--- config.mk ---
export PLATFORM = sky130hd
export DESIGN_NAME = bchu_top
export DESIGN_NICKNAME = d
export VERILOG_FILES = /design/src/hw/bchu_pkg.sv /design/src/hw/bchu_top.sv /design/src/hw/bchu_iowin.sv /design/src/hw/bchu_errmsg.sv
export SDC_FILE = /design/constraint.sdc
export NUM_CORES = 1
export LEC_CHECK = 0
export BUFFER_PORTS_ARGS = -buffer_cell sky130_fd_sc_hd__buf_2
export CAP_MARGIN = 20
export CORE_UTILIZATION = 30
export DETAILED_ROUTE_END_ITERATION = 12
export PLACE_DENSITY = 0.55
export REMOVE_ABC_BUFFERS = 1
export SYNTH_ARGS = -nofsm -noshare
export SYNTH_HDL_FRONTEND = slang
export SYNTH_SLANG_ARGS = --single-unit
export TNS_END_PERCENT = 50
--- constraint.sdc ---
create_clock -name CLK_I -period 2.1 [get_ports CLK_I]
set_input_delay 0.315 -clock CLK_I [delete_from_list [all_inputs] [get_ports CLK_I]]
set_output_delay 0.315 -clock CLK_I [all_outputs]
set_load 0.05 [all_outputs]
--- src/hw/bchu_pkg.sv ---
// shared constants for the bridge configuration header upper slice
package bchu_pkg;

    // ------------------------------------------------------------------
    // configuration dword offsets (byte addresses)
    // ------------------------------------------------------------------
    localparam logic [7:0] OFF_PREF_LIMIT_HI = 8'h2C;
    localparam logic [7:0] OFF_IO_HI = 8'h30;
    localparam logic [7:0] OFF_CAP_PTR = 8'h34;
    localparam logic [7:0] OFF_INTR_BCTL = 8'h3C;

    // byte offsets of the sub-dword registers
    localparam logic [7:0] BOFF_IO_BASE_HI = 8'h30;
    localparam logic [7:0] BOFF_IO_LIMIT_HI = 8'h32;
    localparam logic [7:0] BOFF_INT_LINE = 8'h3C;
    localparam logic [7:0] BOFF_INT_PIN = 8'h3D;
    localparam logic [7:0] BOFF_BRIDGE_CTL = 8'h3E;

    // ------------------------------------------------------------------
    // field positions
    // ------------------------------------------------------------------
    localparam int DW_ADDR_LSB = 2;
    localparam int HI_HALF_LSB = 16;
    localparam int INT_PIN_LSB = 8;
    localparam int DISCARD_EXPIRY_ERROR_ENABLE_BIT = 11;
    localparam int IO_ADDR_MAP_LSB = 20;
    localparam int IO_HI_USED_W = 12;

    // ------------------------------------------------------------------
    // reset and hardwired values
    // ------------------------------------------------------------------
    localparam logic [31:0] PREF_LIMIT_HI_RST = 32'h0000_0000;
    localparam logic [15:0] IO_BASE_HI_RST = 16'h0000;
    localparam logic [15:0] IO_LIMIT_HI_RST = 16'h0000;
    localparam logic [7:0] CAP_PTR_VAL = 8'h50;
    localparam logic [7:0] INT_LINE_RST = 8'hFF;
    localparam logic [7:0] INT_PIN_VAL = 8'h00;
    localparam logic [15:0] BRIDGE_CTL_RST = 16'h0000;
    localparam logic [19:0] IO_LOW_FILL_BASE = 20'h00000;
    localparam logic [19:0] IO_LOW_FILL_LIMIT = 20'hFFFFF;
    localparam logic [31:0] RDATA_UNMAPPED = 32'h0000_0000;

    // ------------------------------------------------------------------
    // error message sequencer states
    // ------------------------------------------------------------------
    typedef enum logic [1:0] {
        BCHU_ERR_IDLE = 2'b01,
        BCHU_ERR_SEND = 2'b10
    } bchu_err_state_t;

endpackage

--- src/hw/bchu_top.sv ---
// configuration header upper slice of the bridge: windows, interrupt regs, bridge control
module bchu_top (
    input wire logic CLK_I,
    input wire logic RST_I,
    input wire logic [7:0] CFG_ADDR_I,
    input wire logic CFG_WR_I,
    input wire logic CFG_RD_I,
    input wire logic [3:0] CFG_BE_I,
    input wire logic [31:0] CFG_WDATA_I,
    output logic [31:0] CFG_RDATA_O,
    output logic CFG_RVALID_O,
    input wire logic IO_REQ_I,
    input wire logic [31:0] IO_ADDR_I,
    output logic IO_FWD_VALID_O,
    output logic IO_FWD_O,
    output logic [31:0] PREF_LIMIT_HIGH_O,
    input wire logic [3:0] SEC_INTX_I,
    output logic [3:0] PRI_INTX_O,
    input wire logic PCI_CONV_MODE_I,
    input wire logic AER_PRESENT_I,
    input wire logic AER_FATAL_SEL_I,
    input wire logic DISCARD_EXPIRE_I,
    input wire logic ERR_MSG_ACK_I,
    output logic ERR_MSG_REQ_O,
    output logic ERR_MSG_FATAL_O
);

    // ------------------------------------------------------------------
    // state
    // ------------------------------------------------------------------
    typedef struct packed {
        logic [31:0] prefetch_limit_high_bits;
        logic [15:0] io_low_bound_high_bits;
        logic [15:0] io_high_bound_high_bits;
        logic [7:0] int_line;
        logic discard_expiry_error_enable;
        logic [31:0] rdata;
        logic rvalid;
        logic [3:0] intx;
    } bchu_top_state_t;

    bchu_top_state_t st_r;
    bchu_top_state_t st_nxt;
    logic [5:0] dw_index;
    logic [15:0] bctl_view;

    // ------------------------------------------------------------------
    // helpers
    // ------------------------------------------------------------------
    // byte-lane merge of a 16-bit field under two byte enables
    function automatic logic [15:0] merge16(
        input logic [15:0] old_v,
        input logic [15:0] new_v,
        input logic [1:0] be
    );
        logic [15:0] res;
        res = old_v;
        if (be[0])
        begin
            res[7:0] = new_v[7:0];
        end
        if (be[1])
        begin
            res[15:8] = new_v[15:8];
        end
        merge16 = res;
    endfunction

    // dword index of a byte address
    function automatic logic [5:0] dw_of(input logic [7:0] byte_addr);
        dw_of = byte_addr[7:bchu_pkg::DW_ADDR_LSB];
    endfunction

    assign dw_index = dw_of(CFG_ADDR_I);

    // only bit 11 is held here; the other control bits live elsewhere
    always_comb
    begin
        bctl_view = bchu_pkg::BRIDGE_CTL_RST;
        bctl_view[bchu_pkg::DISCARD_EXPIRY_ERROR_ENABLE_BIT] = st_r.discard_expiry_error_enable;
    end

    // ------------------------------------------------------------------
    // configuration access
    // ------------------------------------------------------------------
    always_comb
    begin
        st_nxt = st_r;

        // write path; reads in the same cycle return the old value
        if (CFG_WR_I)
        begin
            if (dw_index == dw_of(bchu_pkg::OFF_PREF_LIMIT_HI))
            begin
                st_nxt.prefetch_limit_high_bits[15:0] = merge16(
                    st_r.prefetch_limit_high_bits[15:0],
                    CFG_WDATA_I[15:0],
                    CFG_BE_I[1:0]);
                st_nxt.prefetch_limit_high_bits[31:16] = merge16(
                    st_r.prefetch_limit_high_bits[31:16],
                    CFG_WDATA_I[31:16],
                    CFG_BE_I[3:2]);
            end
            else if (dw_index == dw_of(bchu_pkg::OFF_IO_HI))
            begin
                st_nxt.io_low_bound_high_bits = merge16(
                    st_r.io_low_bound_high_bits,
                    CFG_WDATA_I[15:0],
                    CFG_BE_I[1:0]);
                st_nxt.io_high_bound_high_bits = merge16(
                    st_r.io_high_bound_high_bits,
                    CFG_WDATA_I[31:16],
                    CFG_BE_I[3:2]);
            end
            else if (dw_index == dw_of(bchu_pkg::OFF_INTR_BCTL))
            begin
                if (CFG_BE_I[0])
                begin
                    st_nxt.int_line = CFG_WDATA_I[7:0];
                end
                // byte 1 is the hardwired pin value and byte 2 holds no storage
                if (CFG_BE_I[3])
                begin
                    st_nxt.discard_expiry_error_enable =
                        CFG_WDATA_I[bchu_pkg::HI_HALF_LSB + bchu_pkg::DISCARD_EXPIRY_ERROR_ENABLE_BIT];
                end
            end
            // the capability pointer dword and unmapped dwords take no write
        end

        // read path
        st_nxt.rvalid = CFG_RD_I;
        st_nxt.rdata = bchu_pkg::RDATA_UNMAPPED;
        if (CFG_RD_I)
        begin
            if (dw_index == dw_of(bchu_pkg::OFF_PREF_LIMIT_HI))
            begin
                st_nxt.rdata = st_r.prefetch_limit_high_bits;
            end
            else if (dw_index == dw_of(bchu_pkg::OFF_IO_HI))
            begin
                st_nxt.rdata = {st_r.io_high_bound_high_bits,
                                st_r.io_low_bound_high_bits};
            end
            else if (dw_index == dw_of(bchu_pkg::OFF_CAP_PTR))
            begin
                st_nxt.rdata = {24'h000000, bchu_pkg::CAP_PTR_VAL};
            end
            else if (dw_index == dw_of(bchu_pkg::OFF_INTR_BCTL))
            begin
                st_nxt.rdata = {bctl_view, bchu_pkg::INT_PIN_VAL, st_r.int_line};
            end
        end

        // interrupts are forwarded untouched; the line register does not gate them
        st_nxt.intx = SEC_INTX_I;
    end

    always_ff @(posedge CLK_I)
    begin
        if (RST_I)
        begin
            st_r.prefetch_limit_high_bits <= bchu_pkg::PREF_LIMIT_HI_RST;
            st_r.io_low_bound_high_bits <= bchu_pkg::IO_BASE_HI_RST;
            st_r.io_high_bound_high_bits <= bchu_pkg::IO_LIMIT_HI_RST;
            st_r.int_line <= bchu_pkg::INT_LINE_RST;
            st_r.discard_expiry_error_enable <= bchu_pkg::BRIDGE_CTL_RST[bchu_pkg::DISCARD_EXPIRY_ERROR_ENABLE_BIT];
            st_r.rdata <= bchu_pkg::RDATA_UNMAPPED;
            st_r.rvalid <= 1'b0;
            st_r.intx <= 4'h0;
        end
        else
        begin
            st_r <= st_nxt;
        end
    end

    // ------------------------------------------------------------------
    // i/o window check
    // ------------------------------------------------------------------
    bchu_iowin u_iowin (
        .clk_i(CLK_I),
        .rst_i(RST_I),
        .base_hi_i(st_r.io_low_bound_high_bits),
        .limit_hi_i(st_r.io_high_bound_high_bits),
        .req_i(IO_REQ_I),
        .addr_i(IO_ADDR_I),
        .valid_o(IO_FWD_VALID_O),
        .hit_o(IO_FWD_O)
    );

    // ------------------------------------------------------------------
    // discard-timer error message
    // ------------------------------------------------------------------
    bchu_errmsg u_errmsg (
        .clk_i(CLK_I),
        .rst_i(RST_I),
        .enable_i(st_r.discard_expiry_error_enable),
        .conv_mode_i(PCI_CONV_MODE_I),
        .aer_present_i(AER_PRESENT_I),
        .fatal_sel_i(AER_FATAL_SEL_I),
        .expire_i(DISCARD_EXPIRE_I),
        .ack_i(ERR_MSG_ACK_I),
        .req_o(ERR_MSG_REQ_O),
        .fatal_o(ERR_MSG_FATAL_O)
    );

    // ------------------------------------------------------------------
    // outputs
    // ------------------------------------------------------------------
    assign CFG_RDATA_O = st_r.rdata;
    assign CFG_RVALID_O = st_r.rvalid;
    assign PREF_LIMIT_HIGH_O = st_r.prefetch_limit_high_bits;
    assign PRI_INTX_O = st_r.intx;

endmodule

--- src/hw/bchu_iowin.sv ---
// i/o window decoder: assembles the forwarding bounds and checks an address
module bchu_iowin (
    input wire logic clk_i,
    input wire logic rst_i,
    input wire logic [15:0] base_hi_i,
    input wire logic [15:0] limit_hi_i,
    input wire logic req_i,
    input wire logic [31:0] addr_i,
    output logic valid_o,
    output logic hit_o
);

    typedef struct packed {
        logic valid;
        logic hit;
    } bchu_iowin_state_t;

    bchu_iowin_state_t st_r;
    bchu_iowin_state_t st_nxt;
    logic [31:0] base_addr;
    logic [31:0] limit_addr;

    // ------------------------------------------------------------------
    // bound assembly
    // ------------------------------------------------------------------
    function automatic logic [31:0] io_bound(input logic [15:0] hi, input logic [19:0] fill);
        io_bound = {hi[bchu_pkg::IO_HI_USED_W-1:0], fill};
    endfunction

    assign base_addr = io_bound(base_hi_i, bchu_pkg::IO_LOW_FILL_BASE);
    assign limit_addr = io_bound(limit_hi_i, bchu_pkg::IO_LOW_FILL_LIMIT);

    always_comb
    begin
        st_nxt = st_r;
        st_nxt.valid = req_i;
        // both bounds inclusive; an inverted window never matches
        st_nxt.hit = req_i && (addr_i >= base_addr) && (addr_i <= limit_addr);
    end

    always_ff @(posedge clk_i)
    begin
        if (rst_i)
        begin
            st_r <= '0;
        end
        else
        begin
            st_r <= st_nxt;
        end
    end

    assign valid_o = st_r.valid;
    assign hit_o = st_r.hit;

endmodule

--- src/hw/bchu_errmsg.sv ---
// discard-timer error message sequencer toward the primary side
module bchu_errmsg (
    input wire logic clk_i,
    input wire logic rst_i,
    input wire logic enable_i,
    input wire logic conv_mode_i,
    input wire logic aer_present_i,
    input wire logic fatal_sel_i,
    input wire logic expire_i,
    input wire logic ack_i,
    output logic req_o,
    output logic fatal_o
);

    typedef struct packed {
        bchu_pkg::bchu_err_state_t fsm;
        logic pending;
        logic fatal;
    } bchu_errmsg_state_t;

    bchu_errmsg_state_t st_r;
    bchu_errmsg_state_t st_nxt;
    logic trigger;
    logic sev_fatal;

    // ------------------------------------------------------------------
    // trigger and severity
    // ------------------------------------------------------------------
    assign trigger = expire_i && enable_i && conv_mode_i;
    // without error reporting support the severity input is ignored
    assign sev_fatal = aer_present_i && fatal_sel_i;

    always_comb
    begin
        st_nxt = st_r;
        unique case (st_r.fsm)
            bchu_pkg::BCHU_ERR_IDLE:
            begin
                if (trigger)
                begin
                    st_nxt.fsm = bchu_pkg::BCHU_ERR_SEND;
                    st_nxt.fatal = sev_fatal;
                end
            end
            bchu_pkg::BCHU_ERR_SEND:
            begin
                if (ack_i)
                begin
                    // one expiry seen while a message is outstanding is queued; further ones merge into it
                    if (st_r.pending || trigger)
                    begin
                        st_nxt.pending = 1'b0;
                        st_nxt.fatal = sev_fatal;
                    end
                    else
                    begin
                        st_nxt.fsm = bchu_pkg::BCHU_ERR_IDLE;
                    end
                end
                else if (trigger)
                begin
                    st_nxt.pending = 1'b1;
                end
            end
            default:
            begin
                st_nxt.fsm = bchu_pkg::BCHU_ERR_IDLE;
                st_nxt.pending = 1'b0;
            end
        endcase
    end

    always_ff @(posedge clk_i)
    begin
        if (rst_i)
        begin
            st_r.fsm <= bchu_pkg::BCHU_ERR_IDLE;
            st_r.pending <= 1'b0;
            st_r.fatal <= 1'b0;
        end
        else
        begin
            st_r <= st_nxt;
        end
    end

    assign req_o = (st_r.fsm == bchu_pkg::BCHU_ERR_SEND);
    assign fatal_o = st_r.fatal;

endmodule

# Word level (Yosys, flattened, before mapping)

Index checks and enable logic that the tools add are counted.

Flip-flop bits (word level): 116
Input bits: 90
Output and inout port bits: 73
Logic and storage cells: 72

Magnitude comparators: 2
Equality and inequality tests: 12
Muxes and demuxes: 15
Bitwise logic cells: 4
Reductions and logical operators: 21

Operators with widths:

| operator             | count |
|---|---|
| $mux W32             | 2 |
| $mux W28             | 2 |
| $ge A32 B32 Y1       | 1 |
| $le A32 B32 Y1       | 1 |
| $eq A6 B4 Y1 const B | 4 |
| $reduce_and A4 Y1    | 5 |
| $reduce_and A3 Y1    | 6 |
| $reduce_and A5 Y1    | 2 |
| $mux W2              | 4 |
| $ne A3 B2 Y1 const B | 2 |
| $logic_and A1 B1 Y1  | 5 |
| $mux W1              | 4 |
| $ne A2 B1 Y1 const B | 2 |
| $ne A2 B2 Y1 const B | 2 |
| $not A1 Y1           | 4 |
| $pmux W1 S2          | 2 |
| $pmux W2 S2          | 1 |
| $eq A2 B1 Y1 const B | 1 |
| $eq A2 B2 Y1 const B | 1 |
| $reduce_bool A2 Y1   | 1 |
| $reduce_or A2 Y1     | 1 |
| $logic_or A1 B1 Y1   | 1 |

# Logic depth before layout (Yosys ltp)

Word-level depth: 6
Gate-level depth with buffers: 7
Depth with buffers taken out: 7

# By module

From an unflattened synthesis, not the netlist that was laid out.

Cell total of the unflattened synthesis: 587
Area total of the unflattened synthesis: 5510.3 sq um

Modules (own cells, without submodules):

| module      | times used | cells each | area each (sq um) | sequential area each (sq um) |
|---|---|---|---|---|
| bchu_top    | 1          | 462        | 4566.9            | 2202.1 |
| bchu_iowin  | 1          | 106        | 753.2             | 40.0 |
| bchu_errmsg | 1          | 19         | 190.2             | 80.1 |

# Worst setup path before layout

No wires, ideal clock.

Kind: reg2reg
Start: register st_r[64] (netlist bit)
End: register u_iowin.st_r, in the netlist u_iowin.hit_o
Library setup time: 0.133 ns
Arrival: 1.373 ns
Data required time: 1.967 ns
Slack: 0.594 ns
Stages on the path, launching flop included: 8
Path buffers: 0
Period minus slack after synthesis: 1.506 ns
Path through: dfxtp_1 inv_1 ha_1 and4b_1 nand4_1 nor2_1 o311ai_0 a22oi_1

Cells in the longest elaborated chain, start to end: 3

RTL lines:

| item                             | RTL line         | source |
|---|---|---|
| start: declaration               | bchu_top.sv:42   | `bchu_top_state_t st_r;` |
| start signal: assignment         | bchu_top.sv:174  | `st_r <= st_nxt;` |
| $ge A32 B32 Y1                   | bchu_iowin.sv:38 | `st_nxt.hit = req_i && (addr_i >= base_addr) && (addr_i <= limit_addr);` |
| $logic_and A1 B1 Y1 (2 in a row) | bchu_iowin.sv:38 |  |
| end signal: assignment           | bchu_iowin.sv:49 | `st_r <= st_nxt;` |
| end: declaration                 | bchu_iowin.sv:18 | `bchu_iowin_state_t st_r;` |

No other way between the ends.
A chain may end at the register's enable or synchronous reset.

# Final worst setup path

Start: register st_r[57] (netlist bit)
End: register u_iowin.st_r, in the netlist u_iowin.hit_o

Cells in the longest elaborated chain, start to end: 2

RTL lines:

| item                | RTL line |
|---|---|
| $le A32 B32 Y1      | bchu_iowin.sv:38 |
| $logic_and A1 B1 Y1 | bchu_iowin.sv:38 |

No other way between the ends.

==> impl_metrics.toml <==
[outcome]
status = "complete, no violations"

[drt]
ant_nets = 0
wl_mm = 13.7
viasPerCell = 4.56
vias = 4301
first_iter_violations = 168
drt_first_pass_iters = 5
remaining_drc_errors = 0
wl_per_cell_um = 14.5

[clocking]
cts_buffers = 17
clk_path_buf_depth = 2
insertion_delay_ps = 400
cts-resized-gates = 0
tritoncts = "done"
htreeDepth = 4
cts.clk_slew.worst_paths_ps = 50
post_cts_buffers = 0
ctsHoldBuffers = 0
cts.sinks = 116
cts_root_buffer = "clkbuf_16"

[yosys]
synth_area_per_cell_sq_um = 8.70
synthCells = 614
synth_top_area_cell = "dfxtp_1"
synth_top_area_share = 0.435
ys_seq_elements = 116
synth_cell_type_count = 35
synth_compound_area_frac = 0.109
synth_edf_count = 0
ys_seq_area_frac = 0.435
synth_common_cells = "116 x dfxtp_1, 90 x nand2_1, 75 x nor2_1, 68 x buf_4, 48 x a21oi_1"
synth_top_family_by_area = "simple AND/OR/NAND/NOR gates"
yosys_warnings = 0
synthXorXnorAreaFrac = 0
synth_area_leaders = "dfxtp_1 43%, buf_4 9.6%, nand2_1 6.3%, mux2i_1 6.2%, ha_1 5.6%"
synthAdderAreaFrac = 0.0562
yosys.cell_count.top_type = "dfxtp_1"
synthArstFlopShare = 0
syn_area_sq_um = 5340
synth_simple_gate_area_frac = 0.202
synth.area.mux_share = 0.0618
ys.flop_type = "dfxtp_1"

[sta]
slew_violations = 0
hold_violations = 0
setup_violations = 0
final.min_clock_period_ps = 1720
worst_pin_slew_ps = 449
final.setup.tns_ps = 0
fin_skew_ps = 5.01
rsz0062_at_grt = "false"
fin_ws_ps = 377
layout_worst_path_cycle_share = 0.821
clock.fmax_mhz = 580
max-slew-margin-rel = 0.700

[min_path]
min_path_type = "primary input to flop"
hp-start = "SEC_INTX_I[2]"
hold_path_end = "PRI_INTX_O[2]"
hold_path_depth = 2

[place]
port_buffers = 160
dp_slack_ps = 253
place_area_sq_um = 5910
gp_congestion = 0.745
hpwlAfterDp_mm = 10.1

[floorplanning]
die-area_sq_um = 18400
io_pins = 163
row_count = 48
die_y_um = 135
core-area_sq_um = 17400
start_util = 0.308
die_w_um = 135

[critical_path]
reg2regPathDepth = 7
cp.arrival_ps = 1990
reg2reg_from = "st_r[57]"
critPathRequiredTime_ps = 2370
path_buf_inv = 1
critPathLaunchType = "flop"
timing.rr.end = "u_iowin.hit_o"
crit_chain = "inv_1 -> ha_1 -> nand4_1 -> nor3_1 -> a221oi_1 -> o21ai_0 -> a22oi_1"
critPathKind = "flop to flop"
rrSetupSlack_ps = 380
critPathMaxFanout = 3
cpPeakStageDelay_ps = 360
path_delay_family = "simple AND/OR/NAND/NOR gates"
critPathSlowestCell = "dfxtp_1"
cp-end-kind = "flop"

[global_routing]
grt_antenna_before_repair = 1
grt_overflow = 0
grt_pass1_wl_mm = 21.7
grt_start_max_net_pins = 41
grt_pass1_vias = 4082
grt_usage = 0.156

[layout]
syn_to_final_growth_pct = 20.3
finalInstanceArea_sq_um = 6430
fin_nets = 822
drive_gt1_frac = 0.283
fillers = 1815

[run]
maxCapViolations = 0

[pwr]
power.leakage_uw = 0.00292
power_per_cell_area_nw_per_um2 = 789
finalPower_uw = 5070
peakVddDrop_mv = 0.518
==> layout by cell type, fill, tap and decap left out, drive strengths merged, types with 3 or more instances in the layout <==
master / synthesis / layout
buf: 78 / 169
mux2i: 33 / 33
and3: 5 / 5
nand4: 10 / 10
nand3: 14 / 14
inv: 29 / 29
nand3b: 9 / 9
nand2: 90 / 90
nor3: 3 / 3
o21ai: 7 / 7
a21oi: 48 / 48
a22oi: 24 / 24
ha: 24 / 24
clkinv: 0 / 4
dfxtp: 116 / 116
a222oi: 7 / 7
nor4: 6 / 6
nor2: 76 / 76
clkbuf: 16 / 24
nand2b: 4 / 4
nor2b: 5 / 5
==> worst max path at each step <==
stage / start / end / slack (ps) / depth (start not counted)
2_1_floorplan: CFG_ADDR_I[7] / PREF_LIMIT_HIGH_O[0] / -810 / 5
3_3_place_gp: CFG_ADDR_I[7] / PREF_LIMIT_HIGH_O[3] / 260 / 7
3_5_place_dp: CFG_ADDR_I[7] / PREF_LIMIT_HIGH_O[14] / 250 / 7
4_1_cts: st_r[57] / u_iowin.hit_o / 280 / 7
5_1_grt: st_r[57] / u_iowin.hit_o / 170 / 7
6_report: st_r[57] / u_iowin.hit_o / 380 / 7
==> state kept, by name (all words and copies together), names as in the netlist <==
signal / flops
CFG_RVALID_O: 1
PRI_INTX_O: 4
u_iowin.valid_o: 1
u_errmsg.fatal_o: 1
st_r: 40
u_iowin.hit_o: 1
CFG_RDATA_O: 32
u_errmsg.st_r: 3
PREF_LIMIT_HIGH_O: 32
bctl_view: 1
==> cells by family (layout without fill, tap and decap cells) <==
logic type	Yosys count	after routing
adders and majority gates	24	24
DFF	116	116
muxes	33	33
buffers and inverters	123	227
other	0	1
AOI/OAI and AO/OA	93	93
and+or+nand+nor	225	225
==> power breakdown <==
part / internal [uW] / switching (uW) / leakage [uW] / total, uW
combinational: 118 / 189 / 0.00173 / 307
clock: 1600 / 942 / 0.000258 / 2540
sequential: 2210 / 4.01 / 0.000936 / 2220
total: 3930 / 1140 / 0.00292 / 5070
==> routing by layer <==
metal  global-route usage  share of wire
met1                0.205           0.48
met2                0.247           0.46
met3               0.0441          0.058
met4               0.0487         0.0087
met5                    0              0
==> through the flow <==
stage | hold WS (ps) | std cells | utilization
2_1_floorplan | 384 | 520 | -
4_1_cts | 98.0 | 943 | 0.370
3_3_place_gp | 449 | 914 | 0.340
5_1_grt | 113 | 944 | 0.370
3_5_place_dp | 455 | 914 | 0.340
6_report | 120 | 944 | 0.370
==> cell type report <==
cell class / instances / area, sq um / share of cell area
multi-input combinational: 375 / 2300 / 0.358
clock inverter: 5 / 27.5 / 0.00428
antenna: 1 / 2.50 / 0.000389
inverter: 29 / 109 / 0.0169
tap: 225 / 282 / 0.0438
timing repair buffer: 169 / 893 / 0.139
clock buffer: 24 / 492 / 0.0765
sequential: 116 / 2320 / 0.361
No activity file was read; power rests on OpenSTA's default activity.
